$ cat config.mk
export PLATFORM = sky130hd
export DESIGN_NAME = prcw_ctrl_flat
export DESIGN_NICKNAME = d
export VERILOG_FILES = /design/src/hw/prcw_pkg.sv /design/src/hw/prcw_if.sv /design/src/hw/prcw_ctrl.sv /design/src/flat_wrapper.sv
export SDC_FILE = /design/constraint.sdc
export NUM_CORES = 1
export LEC_CHECK = 0
export BUFFER_PORTS_ARGS = -buffer_cell sky130_fd_sc_hd__buf_2
export CAP_MARGIN = 20
export CELL_PAD_IN_SITES_DETAIL_PLACEMENT = 0
export CELL_PAD_IN_SITES_GLOBAL_PLACEMENT = 1
export CORE_MARGIN = 1
export CORE_UTILIZATION = 47
export CTS_BUF_LIST = sky130_fd_sc_hd__clkbuf_8
export DETAILED_ROUTE_END_ITERATION = 6
export PLACE_DENSITY = 0.94
export SLEW_MARGIN = 20
export SYNTH_ARGS = -nofsm -noshare
export SYNTH_HDL_FRONTEND = slang
export SYNTH_SLANG_ARGS = --single-unit
$ cat constraint.sdc
create_clock -name clock -period 5.5 [get_ports clock]
set_clock_uncertainty 0.05 [all_clocks]
set_input_delay 1.65 -clock clock [delete_from_list [all_inputs] [get_ports clock]]
set_output_delay 1.65 -clock clock [all_outputs]
set_load 0.02 [all_outputs]
$ cat src/hw/prcw_pkg.sv
// prcw_pkg: widths, codes and counts shared by both ends of the
// analog channel settings writer.
// assumes: both ends run on one reconfiguration clock.
`default_nettype none
package prcw_pkg;
    // =====================================================
    // setting field widths, fixed whatever the channel count
    localparam int SWING_W  = 3;
    localparam int PREEMP_W = 5;
    localparam int DCGAIN_W = 2;
    localparam int EQ_W     = 4;
    localparam int RATE_W   = 4;
    // =====================================================
    // direction select codes and bit positions
    localparam logic [1:0] DIR_NONE = 2'h0;
    localparam logic [1:0] DIR_RX   = 2'h1;
    localparam logic [1:0] DIR_TX   = 2'h2;
    localparam logic [1:0] DIR_BOTH = 2'h3;
    localparam int DIR_RX_BIT = 0;
    localparam int DIR_TX_BIT = 1;
    // =====================================================
    // reset values of channel state
    localparam logic [SWING_W-1:0]  SWING_RST  = 3'h0;
    localparam logic [PREEMP_W-1:0] PREEMP_RST = 5'h00;
    localparam logic [DCGAIN_W-1:0] DCGAIN_RST = 2'h0;
    localparam logic [EQ_W-1:0]     EQ_RST     = 4'h0;
    localparam logic [RATE_W-1:0]   RATE_RST   = 4'h0;
    // =====================================================
    // timing: clock cycles a transfer into a channel takes
    localparam int XFER_CYCLES = 4;
endpackage : prcw_pkg
`default_nettype wire

$ cat src/hw/prcw_if.sv
// prcw_if: control ports between user logic and the settings writer.
// assumes: both modports on the same clock; no tristate signals.
`default_nettype none
interface prcw_if #(
    parameter int AW = 2
);
    logic [AW-1:0]                chan_addr;
    logic [1:0]                   dir_sel;
    logic                         write_strobe;
    logic [prcw_pkg::SWING_W-1:0]  swing;
    logic [prcw_pkg::PREEMP_W-1:0] preemp;
    logic [prcw_pkg::DCGAIN_W-1:0] dcgain;
    logic [prcw_pkg::EQ_W-1:0]     eq;
    logic                         pll_wr;
    logic [prcw_pkg::RATE_W-1:0]   pll_rate;
    logic                         busy;
    logic [prcw_pkg::SWING_W-1:0]  swing_out;
    logic [prcw_pkg::PREEMP_W-1:0] preemp_out;
    logic [prcw_pkg::DCGAIN_W-1:0] dcgain_out;
    logic [prcw_pkg::EQ_W-1:0]     eq_out;

    modport ctrl (
        input  chan_addr, dir_sel, write_strobe, swing, preemp, dcgain, eq,
        input  pll_wr, pll_rate,
        output busy, swing_out, preemp_out, dcgain_out, eq_out
    );
    modport user (
        output chan_addr, dir_sel, write_strobe, swing, preemp, dcgain, eq,
        output pll_wr, pll_rate,
        input  busy, swing_out, preemp_out, dcgain_out, eq_out
    );
endinterface : prcw_if
`default_nettype wire

$ cat src/hw/prcw_ctrl.sv
// prcw_ctrl: writes analog settings into one addressed channel of
// several, plus receive fifo read clock select and shared pll rate.
// assumes: user logic on the same clock drives prcw_if.ctrl.
`default_nettype none
module prcw_ctrl #(
    parameter int NUM_CH      = 4,
    parameter int XFER_CYCLES = prcw_pkg::XFER_CYCLES,
    parameter int AW          = (NUM_CH > 1) ? $clog2(NUM_CH) : 1
) (
    input  wire logic                                     clock,
    input  wire logic                                     rstn,
    prcw_if.ctrl                                          bus,
    input  wire logic                                     rclk_opt,
    output logic [NUM_CH-1:0][prcw_pkg::SWING_W-1:0]      ch_swing_q,
    output logic [NUM_CH-1:0][prcw_pkg::PREEMP_W-1:0]     ch_preemp_q,
    output logic [NUM_CH-1:0][prcw_pkg::DCGAIN_W-1:0]     ch_dcgain_q,
    output logic [NUM_CH-1:0][prcw_pkg::EQ_W-1:0]         ch_eq_q,
    output logic [NUM_CH-1:0][prcw_pkg::RATE_W-1:0]       ch_rate_q,
    output logic [NUM_CH-1:0]                             ch_fifo_own_clk_q
);
    localparam int CW = $clog2(XFER_CYCLES + 1);
    localparam logic [CW-1:0] LAST_CNT = CW'(XFER_CYCLES - 1);

    // =====================================================
    // transfer sequencer
    typedef enum logic [1:0] {
        PRCW_IDLE, PRCW_XFER
    } prcw_state_type;

    prcw_state_type state_q;
    logic [CW-1:0]  cnt_q;
    logic           busy_q;
    logic           start;
    logic           last;

    // a strobe seen while busy is dropped, not queued
    assign start = bus.write_strobe && (state_q == PRCW_IDLE);
    assign last  = (state_q == PRCW_XFER) && (cnt_q == LAST_CNT);

    always_ff @(posedge clock or negedge rstn) begin
        if (!rstn) begin
            state_q <= PRCW_IDLE;
        end else begin
            case (state_q)
                PRCW_IDLE: if (start) state_q <= PRCW_XFER;
                PRCW_XFER: if (last) state_q <= PRCW_IDLE;
                default:   state_q <= PRCW_IDLE;
            endcase
        end
    end

    always_ff @(posedge clock or negedge rstn) begin
        if (!rstn) begin
            cnt_q <= '0;
        end else if (start) begin
            cnt_q <= '0;
        end else if (state_q == PRCW_XFER) begin
            cnt_q <= cnt_q + CW'(1);
        end
    end

    always_ff @(posedge clock or negedge rstn) begin
        if (!rstn) begin
            busy_q <= 1'b0;
        end else if (start) begin
            busy_q <= 1'b1;
        end else if (last) begin
            busy_q <= 1'b0;
        end
    end

    // =====================================================
    // request capture
    logic [AW-1:0]                tgt_q;
    logic [1:0]                   dir_q;
    logic [prcw_pkg::SWING_W-1:0]  swing_q;
    logic [prcw_pkg::PREEMP_W-1:0] preemp_q;
    logic [prcw_pkg::DCGAIN_W-1:0] dcgain_q;
    logic [prcw_pkg::EQ_W-1:0]     eq_q;

    always_ff @(posedge clock or negedge rstn) begin
        if (!rstn) begin
            tgt_q    <= '0;
            dir_q    <= prcw_pkg::DIR_NONE;
            swing_q  <= prcw_pkg::SWING_RST;
            preemp_q <= prcw_pkg::PREEMP_RST;
            dcgain_q <= prcw_pkg::DCGAIN_RST;
            eq_q     <= prcw_pkg::EQ_RST;
        end else if (start) begin
            // single channel: the index input is not looked at
            tgt_q    <= (NUM_CH > 1) ? bus.chan_addr : '0;
            dir_q    <= bus.dir_sel;
            swing_q  <= bus.swing;
            preemp_q <= bus.preemp;
            dcgain_q <= bus.dcgain;
            eq_q     <= bus.eq;
        end
    end

    // =====================================================
    // per-channel settings storage
    logic wr_tx;
    logic wr_rx;

    // channel state changes in the same edge that drops busy
    assign wr_tx = last && dir_q[prcw_pkg::DIR_TX_BIT];
    assign wr_rx = last && dir_q[prcw_pkg::DIR_RX_BIT];

    genvar g;
    generate
        for (g = 0; g < NUM_CH; g++) begin : g_ch
            logic hit;
            // out-of-range index selects no channel
            assign hit = (NUM_CH == 1) || (tgt_q == AW'(g));

            always_ff @(posedge clock or negedge rstn) begin
                if (!rstn) begin
                    ch_swing_q[g]  <= prcw_pkg::SWING_RST;
                    ch_preemp_q[g] <= prcw_pkg::PREEMP_RST;
                end else if (wr_tx && hit) begin
                    ch_swing_q[g]  <= swing_q;
                    ch_preemp_q[g] <= preemp_q;
                end
            end

            always_ff @(posedge clock or negedge rstn) begin
                if (!rstn) begin
                    ch_dcgain_q[g] <= prcw_pkg::DCGAIN_RST;
                    ch_eq_q[g]     <= prcw_pkg::EQ_RST;
                end else if (wr_rx && hit) begin
                    ch_dcgain_q[g] <= dcgain_q;
                    ch_eq_q[g]     <= eq_q;
                end
            end

            // rate comes from the shared pll; nothing else is touched
            always_ff @(posedge clock or negedge rstn) begin
                if (!rstn) begin
                    ch_rate_q[g] <= prcw_pkg::RATE_RST;
                end else if (bus.pll_wr) begin
                    ch_rate_q[g] <= bus.pll_rate;
                end
            end

            // select only; the clock mux itself sits in the channel
            always_ff @(posedge clock or negedge rstn) begin
                if (!rstn) begin
                    ch_fifo_own_clk_q[g] <= 1'b0;
                end else begin
                    ch_fifo_own_clk_q[g] <= rclk_opt;
                end
            end
        end
    endgenerate

    // =====================================================
    // readback of the channel last addressed
    logic [prcw_pkg::SWING_W-1:0]  rb_swing_q;
    logic [prcw_pkg::PREEMP_W-1:0] rb_preemp_q;
    logic [prcw_pkg::DCGAIN_W-1:0] rb_dcgain_q;
    logic [prcw_pkg::EQ_W-1:0]     rb_eq_q;
    logic [AW-1:0]                 rb_idx;

    // guards a stale index above the channel count
    assign rb_idx = (32'(tgt_q) < NUM_CH) ? tgt_q : '0;

    always_ff @(posedge clock or negedge rstn) begin
        if (!rstn) begin
            rb_swing_q  <= prcw_pkg::SWING_RST;
            rb_preemp_q <= prcw_pkg::PREEMP_RST;
        end else begin
            rb_swing_q  <= ch_swing_q[rb_idx];
            rb_preemp_q <= ch_preemp_q[rb_idx];
        end
    end

    always_ff @(posedge clock or negedge rstn) begin
        if (!rstn) begin
            rb_dcgain_q <= prcw_pkg::DCGAIN_RST;
            rb_eq_q     <= prcw_pkg::EQ_RST;
        end else begin
            rb_dcgain_q <= ch_dcgain_q[rb_idx];
            rb_eq_q     <= ch_eq_q[rb_idx];
        end
    end

    assign bus.busy       = busy_q;
    assign bus.swing_out  = rb_swing_q;
    assign bus.preemp_out = rb_preemp_q;
    assign bus.dcgain_out = rb_dcgain_q;
    assign bus.eq_out     = rb_eq_q;
endmodule : prcw_ctrl
`default_nettype wire

$ cat src/flat_wrapper.sv
// flat-port wrapper written by rule: the top's interface ports become plain ports
module prcw_ctrl_flat 
#(
    parameter int NUM_CH      = 4,
    parameter int XFER_CYCLES = prcw_pkg::XFER_CYCLES,
    parameter int AW          = (NUM_CH > 1) ? $clog2(NUM_CH) : 1
)
  (clock, rstn, rclk_opt, ch_swing_q, ch_preemp_q, ch_dcgain_q, ch_eq_q, ch_rate_q, ch_fifo_own_clk_q, bus_chan_addr, bus_dir_sel, bus_write_strobe, bus_swing, bus_preemp, bus_dcgain, bus_eq, bus_pll_wr, bus_pll_rate, bus_busy, bus_swing_out, bus_preemp_out, bus_dcgain_out, bus_eq_out);
  prcw_if #(.AW(AW)) bus_i ();
  input  wire logic clock;
  input  wire logic rstn;
  input  wire logic rclk_opt;
  output logic [NUM_CH-1:0][prcw_pkg::SWING_W-1:0] ch_swing_q;
  output logic [NUM_CH-1:0][prcw_pkg::PREEMP_W-1:0] ch_preemp_q;
  output logic [NUM_CH-1:0][prcw_pkg::DCGAIN_W-1:0] ch_dcgain_q;
  output logic [NUM_CH-1:0][prcw_pkg::EQ_W-1:0] ch_eq_q;
  output logic [NUM_CH-1:0][prcw_pkg::RATE_W-1:0] ch_rate_q;
  output logic [NUM_CH-1:0] ch_fifo_own_clk_q;
  input wire logic [$bits(bus_i.chan_addr)-1:0] bus_chan_addr;
  input wire logic [$bits(bus_i.dir_sel)-1:0] bus_dir_sel;
  input wire logic [$bits(bus_i.write_strobe)-1:0] bus_write_strobe;
  input wire logic [$bits(bus_i.swing)-1:0] bus_swing;
  input wire logic [$bits(bus_i.preemp)-1:0] bus_preemp;
  input wire logic [$bits(bus_i.dcgain)-1:0] bus_dcgain;
  input wire logic [$bits(bus_i.eq)-1:0] bus_eq;
  input wire logic [$bits(bus_i.pll_wr)-1:0] bus_pll_wr;
  input wire logic [$bits(bus_i.pll_rate)-1:0] bus_pll_rate;
  output wire logic [$bits(bus_i.busy)-1:0] bus_busy;
  output wire logic [$bits(bus_i.swing_out)-1:0] bus_swing_out;
  output wire logic [$bits(bus_i.preemp_out)-1:0] bus_preemp_out;
  output wire logic [$bits(bus_i.dcgain_out)-1:0] bus_dcgain_out;
  output wire logic [$bits(bus_i.eq_out)-1:0] bus_eq_out;
  assign bus_i.chan_addr = bus_chan_addr;
  assign bus_i.dir_sel = bus_dir_sel;
  assign bus_i.write_strobe = bus_write_strobe;
  assign bus_i.swing = bus_swing;
  assign bus_i.preemp = bus_preemp;
  assign bus_i.dcgain = bus_dcgain;
  assign bus_i.eq = bus_eq;
  assign bus_i.pll_wr = bus_pll_wr;
  assign bus_i.pll_rate = bus_pll_rate;
  assign bus_busy = bus_i.busy;
  assign bus_swing_out = bus_i.swing_out;
  assign bus_preemp_out = bus_i.preemp_out;
  assign bus_dcgain_out = bus_i.dcgain_out;
  assign bus_eq_out = bus_i.eq_out;
  prcw_ctrl #(.NUM_CH(NUM_CH), .XFER_CYCLES(XFER_CYCLES), .AW(AW)) u_core (.clock(clock), .rstn(rstn), .bus(bus_i), .rclk_opt(rclk_opt), .ch_swing_q(ch_swing_q), .ch_preemp_q(ch_preemp_q), .ch_dcgain_q(ch_dcgain_q), .ch_eq_q(ch_eq_q), .ch_rate_q(ch_rate_q), .ch_fifo_own_clk_q(ch_fifo_own_clk_q));
endmodule
---- Word level (Yosys, flattened, before mapping) ----
Index checks and enable logic that the tools add are counted.
word-level totals
  flip-flop bits (word level) ............. 99
  bits of input ports ..................... 27
  output and inout bits ................... 91
  word-level logic and storage cells ...... 72
operators by class
  add/subtract/negate cells ............... 1
  $lt $le $gt $ge ......................... 1
  eq/ne operators ......................... 7
  mux-type cells .......................... 15
  reductions and logical operators ........ 17
operators by type and width
  cell                 count
  $logic_and 1x1->1    12
  $bmux 5 s2           1
  $mux 3               3
  $bmux 4 s2           1
  $bmux 3 s2           1
  $mux 2               3
  $mux 5               1
  $bmux 2 s2           1
  $eq 2x1->1 const B   2
  $eq 2x2->1 const B   2
  $logic_not 2->1      2
  $mux 4               1
  $ne 2x1->1 const B   2
  $pmux 2 s2           1
  $reduce_bool 2->1    2
  $add 3x1->3 const B  1
  $eq 3x2->1 const B   1
  $lt 2x3->1 const B   1
  $mux 1               2
  $reduce_and 2->1     1

---- Longest topological paths before layout ----
Gate-level depths: netlist (run 1).
  depth in word-level cells ............... 4
  mapped depth ............................ 6
  depth with buffers taken out ............ 5

---- Worst setup path before layout (run 1) ----
Ideal clock, no wire load.
  kind .................................... input port to flip-flop
  start ................................... in bus_write_strobe
  end ..................................... reg u_core.dcgain_q[0] (netlist bit)
  library setup time ...................... 0.125 ns
  data arrival time ....................... 2.503 ns
  required time ........................... 5.325 ns
  path slack .............................. 2.823 ns
  stages .................................. 4
  path buffers ............................ 2
  cell sequence ........................... nor2b_1 buf_2 buf_2 mux2_2
between the ends
  cells in the longest elaborated chain, start to end .. 1
RTL lines
  element               RTL line            text
  start, declared       flat_wrapper.sv:21  input wire logic [$bits(bus_i.write_strobe)-1:0] bus_write_strobe;
  $logic_and 1x1->1     prcw_ctrl.sv:37     assign start = bus.write_strobe && (state_q == PRCW_IDLE);
  end signal, assigned  prcw_ctrl.sv:87     dcgain_q <= prcw_pkg::DCGAIN_RST;
  end signal, assigned  prcw_ctrl.sv:95     dcgain_q <= bus.dcgain;
  end, declared         prcw_ctrl.sv:78     logic [prcw_pkg::DCGAIN_W-1:0] dcgain_q;
Every way passes these cells.
A chain may end at the register's enable or synchronous reset.

---- Final worst setup path (run 1) ----
  start ................................... in bus_write_strobe
  end ..................................... reg u_core.eq_q[1] (netlist bit)
between the ends
  cells in the longest elaborated chain, start to end .. 1
RTL lines
  element               RTL line         text
  $logic_and 1x1->1     prcw_ctrl.sv:37
  end signal, assigned  prcw_ctrl.sv:88  eq_q <= prcw_pkg::EQ_RST;
  end signal, assigned  prcw_ctrl.sv:96  eq_q <= bus.eq;
  end, declared         prcw_ctrl.sv:79  logic [prcw_pkg::EQ_W-1:0] eq_q;
Every way passes these cells.

==> flow_summary_export.csv, run 1 <==
group,metric,value,unit
status,outcome,"finished clean",
global_routing,grt_pass1_wl,12210,um
timing,rsz0062_at_grt,"no",
floorplanning,die_x,94.36,um
worst_setup_path,critical_path_arrival,2.98,ns
yosys,total_of_flip_flops_plus_latches_after_synthesis,98,
detailed_routing,drt_wl_total,7901,um
layout,insertedDiodeCount,0,
power_and_ir_drop,leakage,2.472,nW
clock_network,worst_setup_hold_path_clk_slew,0.08,ns
clock_network,clock_root_buffer_master,"sky130_fd_sc_hd__clkbuf_8",
timing,fmax,0.3584,GHz
worst_setup_path,endpoint_class_of_the_critical_path,"flip-flop",
floorplanning,initial_util,48.79,%
timing,timing.slew.headroom,33.18,%
detailed_routing,drt-pass1-iter-count,4,
placement,place.detailed.hpwl,5470,um
layout,filler_cell_count,672,
placement,port_buffers,117,
floorplanning,dieArea,8903,um^2
worst_setup_path,worst-path-buf-inv,1,
yosys,ys_warn_count,0,
timing,setup_total_negative_slack,0,ns
global_routing,first_global_vias,2353,
worst_setup_path,cp_cell_sequence,"buf_2, nor2b_2, mux2_2",
timing,timing.final.max_slew_violations,0,
yosys,synth_cell_types,21,
clock_network,cts.repair_timing.setup_buffer_count,0,
floorplanning,core.rowCount,33,
detailed_routing,postRouteAntennaNets,0,
layout,fin_nets,376,
yosys,synth-seq-area-share,61.17,%
timing,post-route-min-period,2.790,ns
timing,timing.final.crit_share,50.73,%
clock_network,worstSkewPairLatency,0.36,ns
yosys,synth.net_count,271,
detailed_routing,detail_route.drc_violations,0,
global_routing,gr-usage-all-layers,19.00,%
floorplanning,ioPinCount,118,
hold_path,worstHoldPathType,"flip-flop to flip-flop",
yosys,synth_cells,242,
power_and_ir_drop,peakVddDrop,0.2423,mV
timing,setup_viol_count_final,0,
timing,finalHoldWorstSlack,0.4532,ns
detailed_routing,drt_iter0_drc,49,
clock_network,clkSinkCount,98,
timing,tightest_slew,0.9978,ns
yosys,netlist_area,4009,um^2
placement,gpl.final_weighted_congestion,0.7406,
yosys,syn_avg_cell_area,16.57,um^2
worst_setup_path,worst-setup-path-type,"input pin to flip-flop",
global_routing,grt_max_degree,66,
clock_network,max-clock-path-buffers,2,
detailed_routing,dr_total_vias,2379,
floorplanning,die-height,94.36,um
clock_network,cts.htree.levels,3,
power_and_ir_drop,pwr_dens,585.9,nW/um^2
global_routing,grt_overflow_total,0,
clock_network,cts-buffers-inserted,9,
worst_setup_path,worst_setup_path_start_kind,"input pin",
layout,finish.utilization,58.79,%
worst_setup_path,critical_path.slowest_cell,"sky130_fd_sc_hd__nor2b_2",
layout,synthToLayoutAreaGrowth,20.51,%
worst_setup_path,crit_path_max_fanout,18,
run,max-cap-violations,0,
worst_setup_path,critPathTopFamily,"simple AND/OR/NAND/NOR gates",
timing,hold_fails_final_rpt,0,
global_routing,initial_antenna_violation_count,0,
layout,final_layout_size_suffix_gt1_share,64.77,%
power_and_ir_drop,post-layout-total-power,2.830,mW
clock_network,ctsHoldBuffers,0,
detailed_routing,wire_per_inst,17.29,um
floorplanning,design.core.area,8217,um^2
worst_setup_path,max_stage_delay,0.80,ns
detailed_routing,vias_per_cell,5.206,
worst_setup_path,required,5.69,ns
clock_network,post_cts.resized_instances,0,
clock_network,tritoncts,"built",
## cell type report
class                           instances  area (um^2)  share of cell area (%)
Inverter                                3        11.26                  0.2331
Multi-Input combinational cell        117         1386                   28.70
Clock inverter                          5        101.3                   2.098
Tap cell                              105        131.4                   2.720
Timing Repair Buffer                  118        595.6                   12.33
Clock buffer                           11        151.4                   3.134
Sequential cell                        98         2454                   50.79
## cell usage after synthesis, drive strengths merged
cell | instances | area (um^2)
inv | 3 | 11.26
o21ai | 2 | 10.01
a22o | 1 | 8.760
o22ai | 1 | 6.260
nor2 | 8 | 42.54
nand3 | 2 | 20.02
nand2 | 3 | 11.26
ha | 2 | 25.02
dfrtp | 98 | 2452
buf | 24 | 161.4
a21oi | 1 | 5.000
mux2 | 78 | 908.4
nor2b | 1 | 6.260
mux4 | 14 | 315.3
nand2b | 2 | 12.51
or3 | 2 | 12.51
## cells by family after synthesis
logic type	count (synthesis)	synth area share [%]
simple gates	18	2.622
buf+inv	27	4.307
mux	92	30.52
flops	98	61.17
compound gates	5	0.7491
fa+ha+maj	2	0.6241
## state kept, by name, indices dropped and copies added (netlist names), 4 cells and up
| signal | cells |
|---|---|
| u_core.ch_preemp_q | 20 |
| u_core.bus.eq_out | 4 |
| u_core.ch_swing_q | 12 |
| u_core.bus.preemp_out | 5 |
| u_core.ch_rate_q | 4 |
| u_core.ch_dcgain_q | 8 |
| u_core.ch_eq_q | 16 |
| u_core.eq_q | 4 |
| u_core.preemp_q | 5 |
## cells in the final DEF (no fill, tap or decap), types with 2 or more instances in the layout
master	Yosys	routed
sky130_fd_sc_hd__nor2_2	5	5
sky130_fd_sc_hd__nand2_1	3	3
sky130_fd_sc_hd__ha_1	2	2
sky130_fd_sc_hd__buf_4	17	2
sky130_fd_sc_hd__nand3_2	2	2
sky130_fd_sc_hd__mux2_4	8	8
sky130_fd_sc_hd__bufinv_16	0	3
sky130_fd_sc_hd__mux2_2	64	64
sky130_fd_sc_hd__mux2_1	6	6
sky130_fd_sc_hd__clkbuf_8	0	11
sky130_fd_sc_hd__buf_2	6	116
sky130_fd_sc_hd__o21ai_0	2	2
sky130_fd_sc_hd__mux4_2	14	14
sky130_fd_sc_hd__nand2b_1	2	2
sky130_fd_sc_hd__nor2_1	3	3
sky130_fd_sc_hd__dfrtp_1	98	97
sky130_fd_sc_hd__inv_1	3	4
sky130_fd_sc_hd__or3_1	2	2
## layer usage
layer	global-route usage (%)	share of wire, %
met5	0	0
met3	4.911	5.8
met2	30.25	50
met1	25.18	43
met4	7.179	1.5
## metrics by stage
step | setup slack, ns | cell area (um^2) | std cells
final | 2.710 | 4831 | 457
after global routing | 2.625 | 4831 | 457
after detailed placement | 2.301 | 4577 | 441
after CTS | 2.672 | 4830 | 457
after global placement | 2.370 | 4577 | 441
after floorplan | 2.823 | 4009 | 242
## where the power goes
part           internal (mW)  total, mW  switching (mW)
sequential             0.996       1.28           0.282
clock                  0.326      0.565           0.239
combinational          0.500      0.987           0.488
total                   1.82       2.83            1.01
## worst paths after layout
path	start	to	slack, ns	depth (start not counted)
max in group asynchronous	rstn	u_core.cnt_q[0]	3.16	2
hold / removal	u_core.cnt_q[0]	u_core.cnt_q[0]	0.45	1
setup reg to reg	u_core.rb_idx[1]	u_core.ch_eq_q[15]	3.22	3
hold reg to reg	u_core.cnt_q[0]	u_core.cnt_q[0]	0.45	1
setup / recovery	bus_write_strobe	u_core.eq_q[1]	2.71	3
min in group asynchronous	rstn	u_core.ch_eq_q[11]	1.31	1
Note: power is estimated with default switching activity, not from simulation.
==> inputs of run 2 (changes only) <==
--- a/config.mk
+++ b/config.mk
@@ -10,10 +10,10 @@
 export CELL_PAD_IN_SITES_DETAIL_PLACEMENT = 0
 export CELL_PAD_IN_SITES_GLOBAL_PLACEMENT = 1
 export CORE_MARGIN = 1
-export CORE_UTILIZATION = 47
+export CORE_UTILIZATION = 43
 export CTS_BUF_LIST = sky130_fd_sc_hd__clkbuf_8
 export DETAILED_ROUTE_END_ITERATION = 6
-export PLACE_DENSITY = 0.94
+export PLACE_DENSITY = 0.87
 export SLEW_MARGIN = 20
 export SYNTH_ARGS = -nofsm -noshare
 export SYNTH_HDL_FRONTEND = slang
==> constraint.sdc (replaced) <==
create_clock -name clock -period 2.8 [get_ports clock]
set_clock_uncertainty 0.05 [all_clocks]
set_input_delay 0.84 -clock clock [delete_from_list [all_inputs] [get_ports clock]]
set_output_delay 0.84 -clock clock [all_outputs]
set_load 0.02 [all_outputs]
==> run 2 against run 1 <==
Via count increased by 2.1%. Sequential power increased by 91%. Clock power increased by 72%. First-iteration DRC count decreased by 31%. Die area increased by 9.1%. Routed wire length increased by 3.5%. Clock-buffer cell count decreased by 2. Design area increased by 0.18%. Critical endpoint is now u_core.ch_swing_q[2].
==> flow_summary_export.csv, run 2 (synthesis results as in run 1) <==
group,metric,value,unit
power_and_ir_drop,post-layout-total-power,5.441,mW
floorplanning,ioPinCount,118,
layout,final_layout_size_suffix_gt1_share,64.89,%
timing,setup_total_negative_slack,0,ns
layout,layout_commonest_cell,"sky130_fd_sc_hd__buf_2",
detailed_routing,drt-pass1-iter-count,3,
floorplanning,dieArea,9713,um^2
global_routing,initial_antenna_violation_count,1,
detailed_routing,detail_route.drc_violations,0,
run,max-cap-violations,0,
power_and_ir_drop,peakVddDrop,0.3702,mV
global_routing,gr-usage-all-layers,18.13,%
placement,port_buffers,117,
layout,largest_reg_flops,20,
layout,largestRegisters,"u_core.ch_preemp_q x20, u_core.ch_eq_q x16, u_core.ch_swing_q x12",
worst_setup_path,cpMostUsedCell,"sky130_fd_sc_hd__ha_1",
timing,post-route-min-period,2.104,ns
timing,hold_fails_final_rpt,0,
worst_setup_path,timing.rr.start,"u_core.cnt_q[0]",
detailed_routing,vias_per_cell,5.222,
global_routing,first_global_vias,2439,
worst_setup_path,worst_setup_path_start_kind,"flip-flop",
global_routing,grt_max_degree,42,
worst_setup_path,critical_path_depth,5,
clock_network,cts.repair_timing.setup_buffer_count,0,
placement,gpl.final_weighted_congestion,0.7426,
clock_network,worstSkewPairLatency,0.35,ns
floorplanning,design.core.area,8891,um^2
layout,synthToLayoutAreaGrowth,20.72,%
clock_network,cts.htree.levels,3,
worst_setup_path,crit_path_end,"u_core.ch_swing_q[2]",
floorplanning,die_x,98.56,um
worst_setup_path,critical_path_arrival,2.30,ns
clock_network,clock_root_buffer_master,"sky130_fd_sc_hd__clkbuf_8",
worst_setup_path,worst-r2r-setup-slack,0.70,ns
timing,timing.slew.headroom,59.16,%
layout,top_library_cells_by_usage_in_the_layout_fill_and_taps_aside,"116 x sky130_fd_sc_hd__buf_2, 98 x sky130_fd_sc_hd__dfrtp_1, 64 x sky130_fd_sc_hd__mux2_2",
power_and_ir_drop,pwr_dens,1124,nW/um^2
detailed_routing,drt_iter0_drc,34,
worst_setup_path,endpoint_class_of_the_critical_path,"flip-flop",
timing,rsz0062_at_grt,"no",
timing,layout_setup_ws,0.6961,ns
placement,place.detailed.hpwl,5848,um
worst_setup_path,critical_path.slowest_cell,"sky130_fd_sc_hd__or3_1",
timing,tightest_slew,0.6126,ns
detailed_routing,wire_per_inst,17.59,um
hold_path,worstHoldPathType,"input pin to asynchronous set/reset pin",
clock_network,ctsHoldBuffers,0,
worst_setup_path,worst-path-buf-inv,0,
floorplanning,core.rowCount,34,
global_routing,grt_pass1_wl,13150,um
timing,setup_viol_count_final,0,
detailed_routing,drt_wl_total,8181,um
timing,fmax,0.4753,GHz
worst_setup_path,critPathLaunch,"u_core.cnt_q[0]",
floorplanning,die-height,98.56,um
worst_setup_path,max_stage_delay,0.61,ns
layout,fin_nets,381,
layout,largest-register,"u_core.ch_preemp_q",
detailed_routing,postRouteAntennaNets,0,
clock_network,worst_setup_hold_path_clk_slew,0.09,ns
clock_network,clkSinkCount,98,
worst_setup_path,regToRegEndpoint,"u_core.ch_swing_q[2]",
power_and_ir_drop,leakage,2.485,nW
clock_network,post_cts.resized_instances,0,
worst_setup_path,cp_cell_sequence,"ha_1, ha_1, nand3_2, or3_1, mux2_4",
timing,timing.final.crit_share,75.14,%
placement,place_worst_setup_slack,0.6767,ns
timing,timing.final.max_slew_violations,0,
clock_network,tritoncts,"built",
worst_setup_path,worst-setup-path-type,"flip-flop to flip-flop",
worst_setup_path,crit_path_max_fanout,8,
worst_setup_path,required,2.99,ns
layout,finish.utilization,54.43,%
global_routing,grt_overflow_total,0,
floorplanning,initial_util,45.09,%
clock_network,max-clock-path-buffers,2,
layout,filler_cell_count,742,
clock_network,cts-buffers-inserted,9,
worst_setup_path,critPathTopFamily,"simple AND/OR/NAND/NOR gates",
status,outcome,"finished clean",
detailed_routing,dr_total_vias,2428,
worst_setup_path,worst-r2r-cell-count,5,
-- run 2: area by class of cell --
cell class / count / area, um^2 / share of cell area, %
tap: 108 / 135.1 / 2.792
clock buffer: 9 / 123.9 / 2.559
timing repair buffer: 123 / 645.6 / 13.34
antenna: 1 / 2.502 / 0.05171
clock inverter: 6 / 82.58 / 1.706
inverter: 3 / 11.26 / 0.2327
multi-input combinational: 117 / 1386 / 28.65
sequential: 98 / 2452 / 50.67
-- run 2: routing by layer --
| layer | track usage, % | wire [um] |
|---|---|---|
| met2 | 28.98 | 4098 |
| met1 | 23.38 | 3490 |
| met5 | 0 | 0 |
| met4 | 9.414 | 167 |
| met3 | 4.043 | 425 |
-- run 2: stage by stage --
stage / cell area [um^2] / cells / hold slack (ns)
after floorplan: 4009 / 242 / 0.3998
after global placement: 4631 / 449 / 0.4151
after detailed placement: 4631 / 449 / 0.4337
after CTS: 4837 / 464 / 0.4181
after global routing: 4840 / 465 / 0.4333
final: 4840 / 465 / 0.4134
-- run 2: report_power, final --
group	internal [mW]	switching (mW)	leakage, nW
combinational	1.01	1.01	1.12
sequential	1.96	0.498	1.25
clock	0.496	0.473	0.111
total	3.46	1.98	2.48
-- run 2: worst min path at each step --
| stage | from | to | slack [ns] |
|---|---|---|---|
| finish | rstn | u_core.bus.eq_out[0] | 0.41 |
| global route | rstn | u_core.bus.preemp_out[3] | 0.43 |
| CTS | rstn | u_core.bus.preemp_out[3] | 0.42 |
| detailed placement | u_core.cnt_q[0] | u_core.cnt_q[0] | 0.43 |
| global placement | u_core.cnt_q[2] | u_core.cnt_q[2] | 0.42 |
| floorplan | u_core.cnt_q[2] | u_core.cnt_q[2] | 0.40 |
==> inputs of run 3 (changes only) <==
--- a/config.mk
+++ b/config.mk
@@ -5,15 +5,16 @@
 export SDC_FILE = /design/constraint.sdc
 export NUM_CORES = 1
 export LEC_CHECK = 0
+export ABC_AREA = 1
 export BUFFER_PORTS_ARGS = -buffer_cell sky130_fd_sc_hd__buf_2
 export CAP_MARGIN = 20
 export CELL_PAD_IN_SITES_DETAIL_PLACEMENT = 0
 export CELL_PAD_IN_SITES_GLOBAL_PLACEMENT = 1
 export CORE_MARGIN = 1
-export CORE_UTILIZATION = 43
+export CORE_UTILIZATION = 39
 export CTS_BUF_LIST = sky130_fd_sc_hd__clkbuf_8
 export DETAILED_ROUTE_END_ITERATION = 6
-export PLACE_DENSITY = 0.87
+export PLACE_DENSITY = 0.88
 export SLEW_MARGIN = 20
 export SYNTH_ARGS = -nofsm -noshare
 export SYNTH_HDL_FRONTEND = slang
==> constraint.sdc (replaced) <==
create_clock -name clock -period 1.95 [get_ports clock]
set_clock_uncertainty 0.05 [all_clocks]
set_input_delay 0.585 -clock clock [delete_from_list [all_inputs] [get_ports clock]]
set_output_delay 0.585 -clock clock [all_outputs]
set_load 0.02 [all_outputs]
==> run 3 against run 2 <==
Setup slack lost 0.38 ns. Total power grew 42%. Final cell count grew 63%. Sequential cell count is the same. Combinational power grew 43%. Die area grew 14%. Largest cell class unchanged.
==> flow_summary_export.csv, run 3 <==
group,metric,value,unit
timing,setup_total_negative_slack,0,ns
timing,tightest_slew,0.5442,ns
floorplanning,initial_util,40.08,%
clock_network,tritoncts,"built",
worst_setup_path,critical_path_arrival,1.83,ns
global_routing,grt_pass1_wl,16560,um
yosys,ys_warn_count,0,
detailed_routing,dr_total_vias,3505,
detailed_routing,wire_per_inst,13.31,um
floorplanning,die_x,105,um
layout,layout_commonest_cell,"sky130_fd_sc_hd__nand2_1",
global_routing,grt_overflow_total,0,
global_routing,initial_antenna_violation_count,0,
power_and_ir_drop,leakage,2.995,nW
yosys,synth_cell_types,15,
detailed_routing,postRouteAntennaNets,0,
clock_network,cts.htree.levels,3,
layout,insertedDiodeCount,0,
global_routing,first_global_vias,3284,
yosys,total_of_flip_flops_plus_latches_after_synthesis,98,
worst_setup_path,timing.rr.start,"u_core.cnt_q[0]",
yosys,yosysTopAreaCellShare,59.27,%
layout,final_cell_area,5047,um^2
timing,post-route-min-period,1.634,ns
placement,gpl.final_weighted_congestion,0.8288,
worst_setup_path,worst_setup_path_start_kind,"flip-flop",
clock_network,worstSkewPairLatency,0.35,ns
timing,hold_fails_final_rpt,0,
detailed_routing,drt-pass1-iter-count,4,
worst_setup_path,endpoint_class_of_the_critical_path,"flip-flop",
yosys,synth-async-reset-ratio,100.0,%
worst_setup_path,worst-r2r-setup-slack,0.32,ns
timing,finalHoldWorstSlack,0.1015,ns
floorplanning,ioPinCount,118,
worst_setup_path,required,2.15,ns
global_routing,grt_max_degree,32,
floorplanning,die-height,105,um
layout,largest_reg_flops,20,
power_and_ir_drop,pwr_dens,1536,nW/um^2
worst_setup_path,worst-r2r-cell-count,7,
layout,top_library_cells_by_usage_in_the_layout_fill_and_taps_aside,"305 x sky130_fd_sc_hd__nand2_1, 116 x sky130_fd_sc_hd__buf_2, 98 x sky130_fd_sc_hd__dfrtp_1",
power_and_ir_drop,post-layout-total-power,7.752,mW
run,max-cap-violations,0,
yosys,syn_avg_cell_area,8.194,um^2
clock_network,cts-buffers-inserted,9,
placement,place_worst_setup_slack,0.2396,ns
placement,place.detailed.hpwl,7756,um
yosys,synth_top_area_cell,"sky130_fd_sc_hd__dfrtp_1",
layout,filler_cell_count,982,
layout,fin_nets,647,
clock_network,worst_setup_hold_path_clk_slew,0.10,ns
layout,finish.utilization,48.89,%
worst_setup_path,regToRegEndpoint,"u_core.ch_eq_q[9]",
yosys,synth_flop_cell,"sky130_fd_sc_hd__dfrtp_1",
layout,finalNonFillerCells,759,
yosys,most_instantiated_cells_after_synthesis,"306 x sky130_fd_sc_hd__nand2_1, 98 x sky130_fd_sc_hd__dfrtp_1, 28 x sky130_fd_sc_hd__nand3_1",
detailed_routing,drt_iter0_drc,232,
yosys,synth-edff-count,0,
timing,setup_viol_count_final,0,
placement,number_of_placed_instances_with_taps_included,743,
clock_network,clkSinkCount,98,
timing,timing.final.max_slew_violations,0,
placement,port_buffers,117,
worst_setup_path,worst-setup-path-type,"flip-flop to flip-flop",
layout,final_layout_size_suffix_gt1_share,24.24,%
yosys,synth-seq-area-share,59.27,%
status,outcome,"finished clean",
detailed_routing,detail_route.drc_violations,0,
floorplanning,core.rowCount,37,
timing,timing.slew.headroom,63.58,%
global_routing,gr-usage-all-layers,19.38,%
layout,largestRegisters,"u_core.ch_preemp_q x20, u_core.ch_eq_q x16, u_core.ch_swing_q x12",
timing,rsz0062_at_grt,"no",
yosys,synth_cells,505,
timing,layout_setup_ws,0.3161,ns
power_and_ir_drop,peakVddDrop,0.5354,mV
clock_network,max-clock-path-buffers,2,
clock_network,clock_root_buffer_master,"sky130_fd_sc_hd__clkbuf_8",
layout,area.sequential,2452,um^2
yosys,netlist_area,4138,um^2
detailed_routing,drt_wl_total,10100,um
layout,multi_input_area,1453,um^2
timing,fmax,0.6120,GHz
floorplanning,design.core.area,10320,um^2
floorplanning,dieArea,11030,um^2
layout,largest-register,"u_core.ch_preemp_q",
yosys,synthTopCellsByArea,"sky130_fd_sc_hd__dfrtp_1 59%, sky130_fd_sc_hd__nand2_1 28%, sky130_fd_sc_hd__nand3_1 3.4%",
yosys,synthMostInstantiatedCell,"sky130_fd_sc_hd__nand2_1",
detailed_routing,vias_per_cell,4.618,
yosys,synth.net_count,534,
placement,dpl-instance-area,4830,um^2
layout,synthToLayoutAreaGrowth,21.98,%
timing,timing.final.crit_share,83.79,%
hold_path,worstHoldPathType,"input pin to asynchronous set/reset pin",
worst_setup_path,crit_path_max_fanout,6,
==> run 3: area by class of cell <==
class / count / share of cell area, %
clock buffers: 11 / 3.000
clock inverters: 5 / 1.215
inverters: 15 / 1.116
multi-input cells: 365 / 28.78
flip-flops and latches: 98 / 48.59
well taps: 136 / 3.371
repair buffers: 129 / 13.93
==> run 3: worst max-delay path by stage <==
stage	startpoint	to	slack (ns)	cells past startpoint
2_1_floorplan	u_core.cnt_q[0]	u_core.ch_preemp_q[0]	0.57	7
4_1_cts	u_core.cnt_q[0]	u_core.ch_preemp_q[19]	0.23	7
3_3_place_gp	u_core.cnt_q[0]	u_core.ch_preemp_q[17]	0.32	7
5_1_grt	u_core.cnt_q[0]	u_core.ch_dcgain_q[5]	0.07	7
3_5_place_dp	u_core.cnt_q[0]	u_core.ch_preemp_q[18]	0.24	7
6_report	u_core.cnt_q[0]	u_core.ch_eq_q[9]	0.32	7
==> run 3: power by group <==
part           internal [mW]  leakage (nW)  switching (mW)  total [mW]
registers               2.76          1.27           0.742        3.50
clock network          0.671         0.110           0.688        1.36
logic                  0.951          1.62            1.94        2.89
==> run 3: cell families after synthesis <==
group,after synthesis,share of synthesized area [%]
buffers and inverters,42,5.745
adders and majority gates,2,0.6047
DFF,98,59.27
AOI/OAI and AO/OA,11,1.330
and+or+nand+nor,352,33.05
==> run 3: what timing repair did <==
item                       CTS  global route
setup buffers                0             0
gates resized for setup      0             2
hold endpoints to repair     0             0
setup endpoints to repair    0             4
hold buffers                 0             0
==> run 3: metal layers <==
metal	vias up	part of all wire [%]	global-route usage (%)
met5	-	0	0
met4	0	1.1	7.545
met3	7	4.8	2.620
met2	115	47	29.56
met1	1627	48	28.01
li1	1756	-	-
==> run 3: critical path, cell delays in order, from the launching register on <==
cell and delay [ns]:
sky130_fd_sc_hd__dfrtp_1 0.38, sky130_fd_sc_hd__ha_1 0.16, sky130_fd_sc_hd__ha_1 0.19, sky130_fd_sc_hd__nand2_1 0.12, sky130_fd_sc_hd__nor2_1 0.26, sky130_fd_sc_hd__nand2_1 0.22, sky130_fd_sc_hd__nand2_1 0.11, sky130_fd_sc_hd__nand2_1 0.05
